<file path="config.mk">
export PLATFORM = sky130hd
export DESIGN_NAME = dosbm_top
export DESIGN_NICKNAME = d
export VERILOG_FILES = /design/src/verilog/dosbm_debounce.v /design/src/verilog/dosbm_top.v
export VERILOG_INCLUDE_DIRS = /design/src /design/src/verilog
export SDC_FILE = /design/constraint.sdc
export NUM_CORES = 1
export LEC_CHECK = 0
export BUFFER_PORTS_ARGS = -buffer_cell sky130_fd_sc_hd__buf_4
export CORE_MARGIN = 3
export CORE_UTILIZATION = 28
export CTS_CLUSTER_DIAMETER = 200
export DETAILED_ROUTE_END_ITERATION = 7
export PLACE_DENSITY = 0.5
export SKIP_CTS_REPAIR_TIMING = 1
export SLEW_MARGIN = 25
export SYNTH_ARGS = -nofsm -noshare
export SYNTH_HDL_FRONTEND = slang
export SYNTH_SLANG_ARGS = --single-unit
</file>
<file path="constraint.sdc">
create_clock -name i_clk -period 2.6 [get_ports i_clk]
set_clock_uncertainty 0.2 [all_clocks]
set_input_delay 0.13 -clock i_clk [delete_from_list [all_inputs] [get_ports i_clk]]
set_output_delay 0.13 -clock i_clk [all_outputs]
set_load 0.05 [all_outputs]
</file>
<file path="src/verilog/dosbm_defs.vh">
// constants for the digital output sync and button mode block
// assumes a 250 MHz system clock; included by bare name
`ifndef DOSBM_DEFS_VH
`define DOSBM_DEFS_VH
`define DOSBM_CLK_KHZ        250000
`define DOSBM_ENTER_HOLD_MS  5000
`define DOSBM_EXIT_HOLD_MS   2000
`define DOSBM_DEBOUNCE_US    10
`define DOSBM_FLASH_MS       200
`define DOSBM_BLINK_MS       250
// sync loss timeout in system cycles
`define DOSBM_SYNC_TO_CYC    20'h186A0
// rate codes
`define DOSBM_R32            2'h0
`define DOSBM_R441           2'h1
`define DOSBM_R48            2'h2
`define DOSBM_R96            2'h3
// sync modes
`define DOSBM_M_MASTER       2'h0
`define DOSBM_M_AUTO         2'h1
`define DOSBM_M_ALOCK        2'h2
`define DOSBM_M_SLAVE        2'h3
// button modes
`define DOSBM_BM_NORMAL      2'h1
`define DOSBM_BM_ON          2'h2
`define DOSBM_BM_OFF         2'h3
// sync source codes
`define DOSBM_SRC_NONE       2'h0
`define DOSBM_SRC_WCLK       2'h1
`define DOSBM_SRC_AES        2'h2
`define DOSBM_SRC_SPDIF      2'h3
// strap-pair positions
`define DOSBM_POS_NONE       2'h0
`define DOSBM_POS_12         2'h1
`define DOSBM_POS_23         2'h2
`endif

</file>
<file path="src/verilog/dosbm_debounce.v">
// button debouncer: output changes only after the input is stable
// assumes inputs synchronous to i_clk
`timescale 1ns/1ps
`default_nettype none
module dosbm_debounce #(
   parameter CNT_W = 12,
   parameter [CNT_W-1:0] STABLE = 12'h9C4
) (
   input  wire i_clk,    // system clock
   input  wire i_resetn, // async reset, active low
   input  wire i_raw,    // raw button level
   output reg  o_clean   // debounced level
);
   reg [CNT_W-1:0] cnt_q;
   always @(posedge i_clk or negedge i_resetn)
   begin
      if (!i_resetn)
      begin
         cnt_q   <= {CNT_W{1'b0}};
         o_clean <= 1'b0;
      end
      else if (i_raw == o_clean)
         cnt_q <= {CNT_W{1'b0}};
      else if (cnt_q == STABLE)
      begin
         o_clean <= i_raw;
         cnt_q   <= {CNT_W{1'b0}};
      end
      else
         cnt_q <= cnt_q + 1'b1;
   end
endmodule // dosbm_debounce
`default_nettype wire

</file>
<file path="src/verilog/dosbm_top.v">
// sync mode, lock indicator and two-button setup logic of a digital output channel
// assumes straps and sync-present levels are synchronous to i_clk
// Functional notes
// - master mode uses internal generator at strapped rate, ignores sync.
// - auto follows sync; without sync uses internal strapped rate.
// - auto lock follows detected sync while valid sync is present.
// - auto lock on sync loss picks internal rate nearest last sync.
// - auto lock with no sync ever seen runs internal at 32 kHz.
// - slave follows sync and mutes output while sync is absent.
// - master strap codes: none 32, a 44.1, b 48, a+c 96.
// - auto codes b+c, a+b+c, d, a+b+d; c+d auto lock; a+c+d slave.
// - status strap absent gives consumer, fitted gives professional status.
// - sync straps at 1-2 pick AES/EBU, 2-3 pick S/PDIF.
// - format strap 1-2 gives AES/EBU, 2-3 gives S/PDIF output.
// - both sync straps removed disables digital sync locking.
// - lock lamp steady while locked, flashes when sync is lost.
// - search word clock then selected digital input, lock once found.
// - both buttons held 5 s enters setup; buttons flash repeatedly.
// - in setup each button flashes its mode number repeatedly.
// - setup press advances mode, wrapping past the highest to one.
// - both buttons held 2 s leaves setup.
// - programme mode: normal, always selected, never selected.
// - audition mode: normal, always selected, never selected.
// - both in always-on mode gives a mix of both buses.
// - normal operation lets buttons choose the mono source.
`timescale 1ns/1ps
`default_nettype none
`include "dosbm_defs.vh"
module dosbm_top #(
   parameter ENTER_CYC = 32'd1250000000, // 5 s hold
   parameter EXIT_CYC  = 32'd500000000,  // 2 s hold
   parameter FLASH_CYC = 32'd50000000,   // setup flash half period
   parameter BLINK_CYC = 32'd62500000,   // lost-sync blink half period
   parameter DEB_CYC   = 12'h9C4         // debounce time
) (
   input  wire       i_clk,                 // 250 MHz system clock
   input  wire       i_resetn,              // async reset, active low
   input  wire       i_mode_strap_a,        // strap fitted = 1
   input  wire       i_mode_strap_b,        // strap fitted = 1
   input  wire       i_mode_strap_c,        // strap fitted = 1
   input  wire       i_mode_strap_d,        // strap fitted = 1
   input  wire       i_channel_status_strap,// fitted = 1
   input  wire [1:0] i_sync_select_strap_a, // 0 none, 1 pins 1-2, 2 pins 2-3
   input  wire [1:0] i_sync_select_strap_b, // same coding
   input  wire [1:0] i_output_format_strap, // same coding
   input  wire       i_wclk_present,        // word clock detected
   input  wire [1:0] i_wclk_rate,           // measured word clock rate
   input  wire       i_aes_present,         // AES/EBU sync detected
   input  wire [1:0] i_aes_rate,            // measured AES/EBU rate
   input  wire       i_spdif_present,       // S/PDIF sync detected
   input  wire [1:0] i_spdif_rate,          // measured S/PDIF rate
   input  wire       i_programme_bus_button,// raw button, pressed = 1
   input  wire       i_audition_bus_button, // raw button, pressed = 1
   output reg  [1:0] o_sync_mode,           // decoded mode
   output reg        o_use_sync,            // 1 output clock follows sync
   output reg  [1:0] o_sync_source,         // chosen sync source
   output reg  [1:0] o_rate,                // active sample rate code
   output reg        o_mute,                // output muted
   output reg        o_professional,        // professional channel status
   output reg        o_spdif_out,           // 1 S/PDIF output format
   output reg        o_lock_led,            // lock indicator
   output reg        o_setup,               // setup mode active
   output reg        o_programme_led,       // programme button lamp
   output reg        o_audition_led,        // audition button lamp
   output reg  [1:0] o_programme_mode,      // programme button mode
   output reg  [1:0] o_audition_mode,       // audition button mode
   output reg        o_mono_programme,      // programme bus feeds mono
   output reg        o_mono_audition        // audition bus feeds mono
);
   // nearest available internal rate is the measured one, since codes match
   function [1:0] dosbm_next_mode;
      input [1:0] m;
      begin
         dosbm_next_mode = (m == `DOSBM_BM_OFF) ? `DOSBM_BM_NORMAL : m + 2'h1;
      end
   endfunction

   // strap decode
   reg [1:0] smode;
   reg [1:0] srate;
   reg       sreserved;
   always @*
   begin
      smode     = `DOSBM_M_MASTER;
      srate     = `DOSBM_R32;
      sreserved = 1'b0;
      // master codes, auto, auto lock and slave codes
      case ({i_mode_strap_a, i_mode_strap_b, i_mode_strap_c, i_mode_strap_d})
         4'h0: srate = `DOSBM_R32;
         4'h8: srate = `DOSBM_R441;
         4'h4: srate = `DOSBM_R48;
         4'hA: srate = `DOSBM_R96;
         4'h6: begin smode = `DOSBM_M_AUTO; srate = `DOSBM_R32; end
         4'hE: begin smode = `DOSBM_M_AUTO; srate = `DOSBM_R441; end
         4'h1: begin smode = `DOSBM_M_AUTO; srate = `DOSBM_R48; end
         4'hD: begin smode = `DOSBM_M_AUTO; srate = `DOSBM_R96; end
         4'h3: smode = `DOSBM_M_ALOCK;
         4'hB: smode = `DOSBM_M_SLAVE;
         // reserved codes fall back to master 32 kHz
         default: sreserved = 1'b1;
      endcase
   end

   // sync source search, word clock first
   reg [1:0] src;
   reg       present;
   reg [1:0] meas;
   wire      straps_agree = (i_sync_select_strap_a == i_sync_select_strap_b);
   always @*
   begin
      src     = `DOSBM_SRC_NONE;
      present = 1'b0;
      meas    = `DOSBM_R32;
      // autonomous search of word clock then digital input
      if (i_wclk_present)
      begin
         src = `DOSBM_SRC_WCLK; present = 1'b1; meas = i_wclk_rate;
      end
      // strap position picks digital input; mismatched straps pick none
      // no straps means no digital sync
      else if (straps_agree && i_sync_select_strap_a == `DOSBM_POS_12 && i_aes_present)
      begin
         src = `DOSBM_SRC_AES; present = 1'b1; meas = i_aes_rate;
      end
      else if (straps_agree && i_sync_select_strap_a == `DOSBM_POS_23 && i_spdif_present)
      begin
         src = `DOSBM_SRC_SPDIF; present = 1'b1; meas = i_spdif_rate;
      end
   end

   reg       seen_q;
   reg [1:0] last_q;
   reg [31:0] blink_cnt_q;
   reg        blink_q;
   always @(posedge i_clk or negedge i_resetn)
   begin
      if (!i_resetn)
      begin
         seen_q <= 1'b0; last_q <= `DOSBM_R32;
         blink_cnt_q <= 32'h0; blink_q <= 1'b0;
         o_sync_mode <= `DOSBM_M_MASTER; o_use_sync <= 1'b0;
         o_sync_source <= `DOSBM_SRC_NONE; o_rate <= `DOSBM_R32;
         o_mute <= 1'b1; o_professional <= 1'b0; o_spdif_out <= 1'b0;
         o_lock_led <= 1'b0;
      end
      else
      begin
         if (blink_cnt_q >= BLINK_CYC - 32'h1)
         begin
            blink_cnt_q <= 32'h0; blink_q <= ~blink_q;
         end
         else
            blink_cnt_q <= blink_cnt_q + 32'h1;
         if (present)
         begin
            seen_q <= 1'b1; last_q <= meas;
         end
         o_sync_mode   <= smode;
         o_sync_source <= (smode == `DOSBM_M_MASTER) ? `DOSBM_SRC_NONE : src;
         o_professional <= i_channel_status_strap;
         // output format; default and unfitted are AES/EBU
         o_spdif_out <= (i_output_format_strap == `DOSBM_POS_23);
         o_mute <= 1'b0;
         o_use_sync <= 1'b0;
         o_rate <= srate;
         o_lock_led <= 1'b1;
         case (smode)
            `DOSBM_M_MASTER: o_rate <= srate;
            // auto follows sync else strapped internal rate
            `DOSBM_M_AUTO:
               if (present)
               begin
                  o_use_sync <= 1'b1; o_rate <= meas;
               end
            `DOSBM_M_ALOCK:
               if (present)
               begin
                  o_use_sync <= 1'b1; o_rate <= meas;
               end
               // nearest to last sync, 32 kHz if never seen
               else
                  o_rate <= seen_q ? last_q : `DOSBM_R32;
            `DOSBM_M_SLAVE:
               if (present)
               begin
                  o_use_sync <= 1'b1; o_rate <= meas;
               end
               else
                  o_mute <= 1'b1;
            default: o_rate <= srate;
         endcase
         // steady while locked, flashing once sync is lost
         if (smode != `DOSBM_M_MASTER && !present && (seen_q || smode == `DOSBM_M_SLAVE))
            o_lock_led <= blink_q;
         if (sreserved)
            o_lock_led <= blink_q;
      end
   end

   wire pgm_db;
   wire aud_db;
   dosbm_debounce #(.CNT_W(12), .STABLE(DEB_CYC)) u_deb_pgm (
      .i_clk(i_clk), .i_resetn(i_resetn),
      .i_raw(i_programme_bus_button), .o_clean(pgm_db));
   dosbm_debounce #(.CNT_W(12), .STABLE(DEB_CYC)) u_deb_aud (
      .i_clk(i_clk), .i_resetn(i_resetn),
      .i_raw(i_audition_bus_button), .o_clean(aud_db));

   reg        pgm_prev_q;
   reg        aud_prev_q;
   reg [31:0] hold_q;
   reg        hold_done_q;   // blocks presses until both released
   reg        pgm_sel_q;
   reg [31:0] fl_cnt_q;
   reg        fl_ph_q;
   reg [2:0]  fl_idx_q;
   wire both = pgm_db & aud_db;
   wire pgm_rel = pgm_prev_q & ~pgm_db;
   wire aud_rel = aud_prev_q & ~aud_db;
   always @(posedge i_clk or negedge i_resetn)
   begin
      if (!i_resetn)
      begin
         pgm_prev_q <= 1'b0; aud_prev_q <= 1'b0;
         hold_q <= 32'h0; hold_done_q <= 1'b0;
         o_setup <= 1'b0; pgm_sel_q <= 1'b1;
         o_programme_mode <= `DOSBM_BM_NORMAL; o_audition_mode <= `DOSBM_BM_NORMAL;
         fl_cnt_q <= 32'h0; fl_ph_q <= 1'b0; fl_idx_q <= 3'h0;
      end
      else
      begin
         pgm_prev_q <= pgm_db;
         aud_prev_q <= aud_db;
         // hold timed on debounced level, bounce filtered before here
         if (!both)
            hold_q <= 32'h0;
         else if (!hold_done_q)
            hold_q <= hold_q + 32'h1;
         if (!pgm_db && !aud_db)
            hold_done_q <= 1'b0;
         if (!o_setup && both && !hold_done_q && hold_q >= ENTER_CYC - 32'h1)
         begin
            o_setup <= 1'b1; hold_done_q <= 1'b1; hold_q <= 32'h0;
         end
         if (o_setup && both && !hold_done_q && hold_q >= EXIT_CYC - 32'h1)
         begin
            o_setup <= 1'b0; hold_done_q <= 1'b1; hold_q <= 32'h0;
         end
         // single presses act on release; a two-button hold that enters or leaves setup is not a press
         if (!hold_done_q && !both)
         begin
            if (o_setup)
            begin
               if (pgm_rel && !aud_db)
                  o_programme_mode <= dosbm_next_mode(o_programme_mode);
               if (aud_rel && !pgm_db)
                  o_audition_mode <= dosbm_next_mode(o_audition_mode);
            end
            else
            begin
               if (pgm_rel && !aud_db)
                  pgm_sel_q <= 1'b1;
               if (aud_rel && !pgm_db)
                  pgm_sel_q <= 1'b0;
            end
         end
         // flash frame: 5 slots, one flash per mode number then the remaining slots dark
         if (fl_cnt_q >= FLASH_CYC - 32'h1)
         begin
            fl_cnt_q <= 32'h0;
            fl_ph_q  <= ~fl_ph_q;
            if (fl_ph_q)
               fl_idx_q <= (fl_idx_q == 3'h4) ? 3'h0 : fl_idx_q + 3'h1;
         end
         else
            fl_cnt_q <= fl_cnt_q + 32'h1;
      end
   end

   always @(posedge i_clk or negedge i_resetn)
   begin
      if (!i_resetn)
      begin
         o_programme_led <= 1'b0; o_audition_led <= 1'b0;
         o_mono_programme <= 1'b1; o_mono_audition <= 1'b0;
      end
      else
      begin
         o_programme_led <= o_setup ? (~fl_ph_q & ({1'b0, fl_idx_q} < {2'h0, o_programme_mode}))
                                    : o_mono_programme;
         o_audition_led  <= o_setup ? (~fl_ph_q & ({1'b0, fl_idx_q} < {2'h0, o_audition_mode}))
                                    : o_mono_audition;
         // programme mode, audition mode, both on mixes
         o_mono_programme <= (o_programme_mode == `DOSBM_BM_ON) ||
                             (o_programme_mode == `DOSBM_BM_NORMAL && pgm_sel_q &&
                              o_audition_mode != `DOSBM_BM_ON);
         o_mono_audition  <= (o_audition_mode == `DOSBM_BM_ON) ||
                             (o_audition_mode == `DOSBM_BM_NORMAL && !pgm_sel_q &&
                              o_programme_mode != `DOSBM_BM_ON);
      end
   end
endmodule // dosbm_top
`default_nettype wire
</file>
After elaboration in Yosys (flattened, before gate mapping)
Cells that the tools add are included.
{"block": "totals", "elab_cells": 180, "ff_bits": 154}
{"block": "op_classes", "mux": 44, "n_addsub": 8, "eq_ne": 30, "magnitude_cmp": 6, "bitwise_logic": 12, "reduce_logical": 49}
{"operator": "$mux 32", "n": 6}
{"operator": "$add 32x1->32 const B", "n": 3}
{"operator": "$ge 32x26->1 const B", "n": 2}
{"operator": "$mux 12", "n": 4}
{"operator": "$ge 32x29->1 const B", "n": 1}
{"operator": "$ge 32x31->1 const B", "n": 1}
{"operator": "$add 12x1->12 const B", "n": 2}
{"operator": "$eq 12x12->1 const B", "n": 2}
{"operator": "$mux 2", "n": 12}
{"operator": "$eq 4x4->1 const B", "n": 5}
{"operator": "$logic_and 1x1->1", "n": 20}
{"operator": "$mux 1", "n": 18}
{"operator": "$pmux 2 s3", "n": 3}
{"operator": "$eq 2x2->1 const B", "n": 8}
{"operator": "$reduce_or 10->1", "n": 1}
{"operator": "$reduce_and 3->1", "n": 3}
{"operator": "$eq 2x1->1 const B", "n": 4}
{"operator": "$eq 4x3->1 const B", "n": 2}
{"operator": "$reduce_or 2->1", "n": 4}
{"operator": "$logic_not 1->1", "n": 7}
{"operator": "$not 1->1", "n": 7}
{"operator": "$lt 3x2->1", "n": 2}
{"operator": "$reduce_and 2->1", "n": 3}
{"operator": "$reduce_bool 2->1", "n": 3}
{"operator": "other kinds (17)", "n": 26}

Longest topological paths before layout
{"block": "depth", "ltp_word": 11, "ltp_mapped": 8, "mapped_depth_nobuf": 7}

By module
A second synthesis with hierarchy kept.
{"block": "hier_totals", "cells_unflattened": 766, "area_unflattened_um2": 7533.5}
{"module": "dosbm_top", "n_inst": 1, "area_each_um2": 6199.7, "cells_per_inst": 636}
{"module": "dosbm_debounce", "n_inst": 2, "area_each_um2": 666.9, "cells_per_inst": 65}

Least setup slack after synthesis
No wires, ideal clock.
{"block": "synth_path", "kind": "register -> register", "start": "register o_setup", "end": "register hold_q[10]", "path_slack_ns": 0.440, "stages_incl_launch_ff": 8, "arrival_ns": 1.839, "period_less_slack_ns": 2.160, "n_path_buf": 1, "required_time_ns": 2.279, "cell_sequence": "dfrtp_1 -> nor2b_1 -> nand3_1 -> nor3b_1 -> a41oi_1 -> nand4b_1 -> buf_2 -> nor2_1"}
{"block": "synth_via", "elab_chain_cells": 6, "elab_cells_between_ends": 10, "classes_between": "eq/ne: 1; mux: 2; reduce/logical: 7"}
{"item": "start: declaration", "line_no": "dosbm_top.v:62", "text": "output reg o_setup,"}
{"item": "start signal: assignment", "line_no": "dosbm_top.v:226", "text": "o_setup <= 1'b0; pgm_sel_q <= 1'b1;"}
{"item": "start signal: assignment", "line_no": "dosbm_top.v:243", "text": "o_setup <= 1'b1; hold_done_q <= 1'b1; hold_q <= 32'h0;"}
{"item": "start signal: assignment", "line_no": "dosbm_top.v:247", "text": "o_setup <= 1'b0; hold_done_q <= 1'b1; hold_q <= 32'h0;"}
{"item": "$logic_not 1->1", "line_no": "dosbm_top.v:241", "text": "if (!o_setup && both && !hold_done_q && hold_q >= ENTER_CYC - 32'h1)"}
{"item": "$logic_and 1x1->1 (3 in a row)", "line_no": "dosbm_top.v:241"}
{"item": "$mux 32", "line_no": "dosbm_top.v:241"}
{"item": "$mux 32", "line_no": "dosbm_top.v:245", "text": "if (o_setup && both && !hold_done_q && hold_q >= EXIT_CYC - 32'h1)"}
{"item": "end signal: assignment", "line_no": "dosbm_top.v:238", "text": "hold_q <= hold_q + 32'h1;"}
{"item": "end: declaration", "line_no": "dosbm_top.v:211", "text": "reg [31:0] hold_q;"}
Several ways; a longest one is shown, not always the timed one.
A chain may end at the register's enable or synchronous reset.

Worst setup path after layout
{"block": "layout_path", "start": "input i_mode_strap_d", "end": "register o_rate[1]"}
{"block": "layout_via", "elab_chain_cells": 6, "elab_cells_between_ends": 22, "classes_between": "eq/ne: 12; mux: 4; reduce/logical: 6"}
{"item": "start: declaration", "line_no": "dosbm_top.v:41", "text": "input wire i_mode_strap_d,"}
{"item": "$eq 4x4->1 (tied with other cells)", "line_no": "dosbm_top.v:88", "text": "case ({i_mode_strap_a, i_mode_strap_b, i_mode_strap_c, i_mode_strap_d})"}
{"item": "$reduce_or 4->1 (no source line)"}
{"item": "$pmux 2 s3", "line_no": "dosbm_top.v:88"}
{"item": "$eq 2x2->1 / $eq 2x1->1 (equally long branches)", "line_no": "dosbm_top.v:167", "text": "case (smode)"}
{"item": "$reduce_or 2->1 (no source line)"}
{"item": "$pmux 2 s3 *", "line_no": "dosbm_top.v:167"}
{"item": "end signal: assignment", "line_no": "dosbm_top.v:165", "text": "o_rate <= srate;"}
{"item": "end signal: assignment", "line_no": "dosbm_top.v:168", "text": "`DOSBM_M_MASTER: o_rate <= srate;"}
{"item": "end signal: assignment", "line_no": "dosbm_top.v:182", "text": "o_rate <= seen_q ? last_q : `DOSBM_R32;"}
{"item": "end: declaration", "line_no": "dosbm_top.v:57", "text": "output reg [1:0] o_rate,"}
Mark *: on every way between the ends. The rest lies on a longest branch, timed or not.

==> results.sh <==
export IMPL_drtPass1Iterations=4
export IMPL_async_reset_ff_share_pct=100
export IMPL_die_width_um=169
export IMPL_syn_to_final_growth_pct=21.1
export IMPL_muxShareOfSynthArea_pct=1.01
export IMPL_die_h_um=169
export IMPL_dr_total_vias=5226
export IMPL_drt_iter0_markers=278
export IMPL_relSlewSlack_pct=60.5
export IMPL_clock_sinks=154
export IMPL_whs_path_depth=4
export IMPL_worstHoldEndpoint="last_q[0]$_DFFE_PN0P_"
export IMPL_crit_arrival_ps=2610
export IMPL_syn_area_sq_um=7460
export IMPL_dp_slack_ps=180
export IMPL_hold_path_class="primary input to register"
export IMPL_start_kind="primary input"
export IMPL_drv_cap=0
export IMPL_ir_worst_vdd_uv=352
export IMPL_clkLatencyLatePin_ps=430
export IMPL_initial_utilization_pct=28.6
export IMPL_failed_checks="negative hold slack"
export IMPL_crit_type="primary input to register"
export IMPL_clk_root_buffer_cell="clkbuf_16"
export IMPL_ys_seq_area_share_pct=51.7
export IMPL_synth_seq_cells=154
export IMPL_cp_startpoint="i_mode_strap_d"
export IMPL_wl_um=14600
export IMPL_status="finished with violations"
export IMPL_crit_required_ps=2770
export IMPL_gr_total_overflow=0
export IMPL_hpwlAfterDp_um=9870
export IMPL_cts_buffer_depth=2
export IMPL_synth_warnings=0
export IMPL_power_leakage_nw=3.85
export IMPL_layout_nets=867
export IMPL_die_area_sq_um=28700
export IMPL_finalSetupTns_ps=0
export IMPL_hold_viol_final=1
export IMPL_via_per_inst=4.44
export IMPL_cp_end_kind="register"
export IMPL_cts_buffers=17
export IMPL_period_share_pct=93.9
export IMPL_dp_cells=1123
export IMPL_fin_hold_ws_ps=-0.0774
export IMPL_path_max_fanout=12
export IMPL_ff2ff_setup_slack_ps=230
export IMPL_avgSynthCellArea_sq_um=10.0
export IMPL_synth_compound_area_share_pct=5.85
export IMPL_final_cells=1176
export IMPL_drive_gt1_share_pct=13.3
export IMPL_synth_top_family_by_area="simple AND/OR/NAND/NOR gates"
export IMPL_setup_viol=0
export IMPL_synth_xor_area_share_pct=12.1
export IMPL_tightestPinTransition_ps=586
export IMPL_postRouteAntennaNets=0
export IMPL_grt_total_usage_pct=10.9
export IMPL_drc=0
export IMPL_ioPinCount=44
export IMPL_wl_per_cell_um=12.4
export IMPL_layout_min_cycle_time_ps=2440
export IMPL_grt_max_degree=59
export IMPL_fillers=2745
export IMPL_num_rows=59
export IMPL_cts_htree_levels=4
export IMPL_synth_flop_cell="dfrtp_1"
export IMPL_grt_pass1_vias=5300
export IMPL_io_buffers=43
export IMPL_finalMaxSlewViolations=0
export IMPL_yosysUniqueCellTypes=64
export IMPL_antenna_found_initial=0
export IMPL_setup_slack_ps=158
export IMPL_synth_fa_ha_area_share_pct=2.80
export IMPL_syn_inst=744
export IMPL_timing_rr_start="blink_cnt_q[0]$_DFF_PN0_"
export IMPL_place_congestion=0.752
export IMPL_tritoncts="done"
export IMPL_core_sq_um=26100
export IMPL_diodes=0
export IMPL_fmax_mhz=409
export IMPL_synth_edf_count=0
export IMPL_clkSlewWorstSetupHoldPaths_ps=70
export IMPL_final_area_sq_um=9040
export IMPL_hold_start="i_sync_select_strap_b[1]"
export IMPL_powerDensity_nw_per_um2=607
export IMPL_rr_worst_depth=8
export IMPL_timing_rr_end="blink_cnt_q[18]$_DFF_PN0_"
export IMPL_grt_pass1_wl_um=25800
export IMPL_synthSimpleGateAreaFrac_pct=23.9
export IMPL_dpl_instance_area_sq_um=8240
==> cells in the mapped netlist (all sizes together) (3+ instances only) <==
cell / count / area, sq um
dfrtp: 149 / 3730
nor2: 141 / 534
xor2: 66 / 578
nand2: 54 / 205
nand3: 54 / 275
xnor2: 37 / 324
and3: 28 / 175
inv: 26 / 97.6
nand4: 20 / 131
ha: 15 / 188
o21ai: 15 / 75.1
nor3: 13 / 75.1
buf: 10 / 68.8
a21oi: 8 / 40.0
clkbuf: 8 / 30.0
nor4: 8 / 62.6
and4: 6 / 52.6
nor2b: 6 / 37.5
a21o: 5 / 37.5
a31oi: 5 / 31.3
dfstp: 5 / 131
or3: 5 / 41.3
a311oi: 4 / 35.0
mux2: 4 / 45.0
a211oi: 3 / 27.5
a41oi: 3 / 26.3
and2: 3 / 18.8
mux2i: 3 / 30.0
nand3b: 3 / 22.5
nand4b: 3 / 26.3
nor4b: 3 / 41.3
o211ai: 3 / 22.5
==> cell usage in the layout (no fill, tap or decap), drive strengths merged, types with 6 or more instances in the layout <==
cell,count
and3,28
a21oi,8
xnor2,37
and4,6
ha,15
nor4,8
nor3,13
inv,34
nand2,54
clkbuf,17
nor2,141
conb,12
xor2,66
nand4,20
nor2b,6
buf,51
dfrtp,149
o21ai,15
nand3,54
dlygate4sd3,21
==> worst max-delay path, cell delays in order <==
cell and delay, ps:
dlygate4sd3_1 530, buf_4 170, nor2b_1 320, nand2_1 120, nor2_1 110, a41oi_1 130
maj3_2 330, a211oi_2 200, dlygate4sd3_1 560
==> metrics by stage <==
step	utilization [%]	power (mW)
2_1_floorplan	-	2.88
3_5_place_dp	31.5	3.07
5_1_grt	34.6	5.77
6_report	34.6	5.49
4_1_cts	33.7	5.56
3_3_place_gp	31.5	3.06
==> logic make-up (layout without fill, tap and decap cells) <==
group	Yosys count	in the layout
AOI/OAI and AO/OA	61	61
xor gates and xnor gates	103	103
adders and majority gates	17	17
buffers and inverters	44	130
DFF	154	154
muxes	7	7
other	1	12
and+or+nand+nor	357	357
==> layer usage <==
metal / up-vias / global-route usage [%] / routed length, um
li1: 2694 / - / -
met1: 2478 / 14.5 / 7210
met2: 41 / 17.5 / 6830
met3: 13 / 2.66 / 355
met4: 0 / 3.41 / 197
met5: - / 0 / 0
==> worst max path at each step <==
stage	to	slack [ps]	cells after the start
CTS	blink_cnt_q[18]$_DFF_PN0_	160	8
floorplan	hold_q[10]$_DFFE_PN0P_	440	7
detailed placement	blink_cnt_q[18]$_DFF_PN0_	180	8
global placement	blink_cnt_q[21]$_DFF_PN0_	270	8
finish	o_rate[1]$_DFF_PN0_	160	9
global route	o_rate[1]$_DFF_PN0_	-2	9
==> power by group <==
part | internal, mW | switching (mW) | leakage [nW] | total [mW]
clock | 1.36 | 1.09 | 0.286 | 2.45
sequential | 2.49 | 0.0915 | 2.06 | 2.58
combinational | 0.203 | 0.259 | 1.51 | 0.461
total | 4.05 | 1.44 | 3.85 | 5.49
==> registers in the layout, indices dropped and copies added (netlist names), 2 cells and up <==
register / cells
blink_cnt_q: 32
fl_cnt_q: 32
fl_idx_q: 3
hold_q: 32
last_q: 2
o_audition_mode: 2
o_programme_mode: 2
o_rate: 2
o_sync_mode: 2
o_sync_source: 2
u_deb_aud.cnt_q: 12
u_deb_pgm.cnt_q: 12
==> layout make-up <==
type	instances	area [sq um]	share of cell area, %
tap	335	419	4.64
clock buffer	17	425	4.71
inverter	26	97.6	1.08
timing repair buffer	72	622	6.88
sequential	154	3860	42.7
multi-input combinational	557	3460	38.3
clock inverter	15	154	1.70
Power figures use the tool's default switching activity.
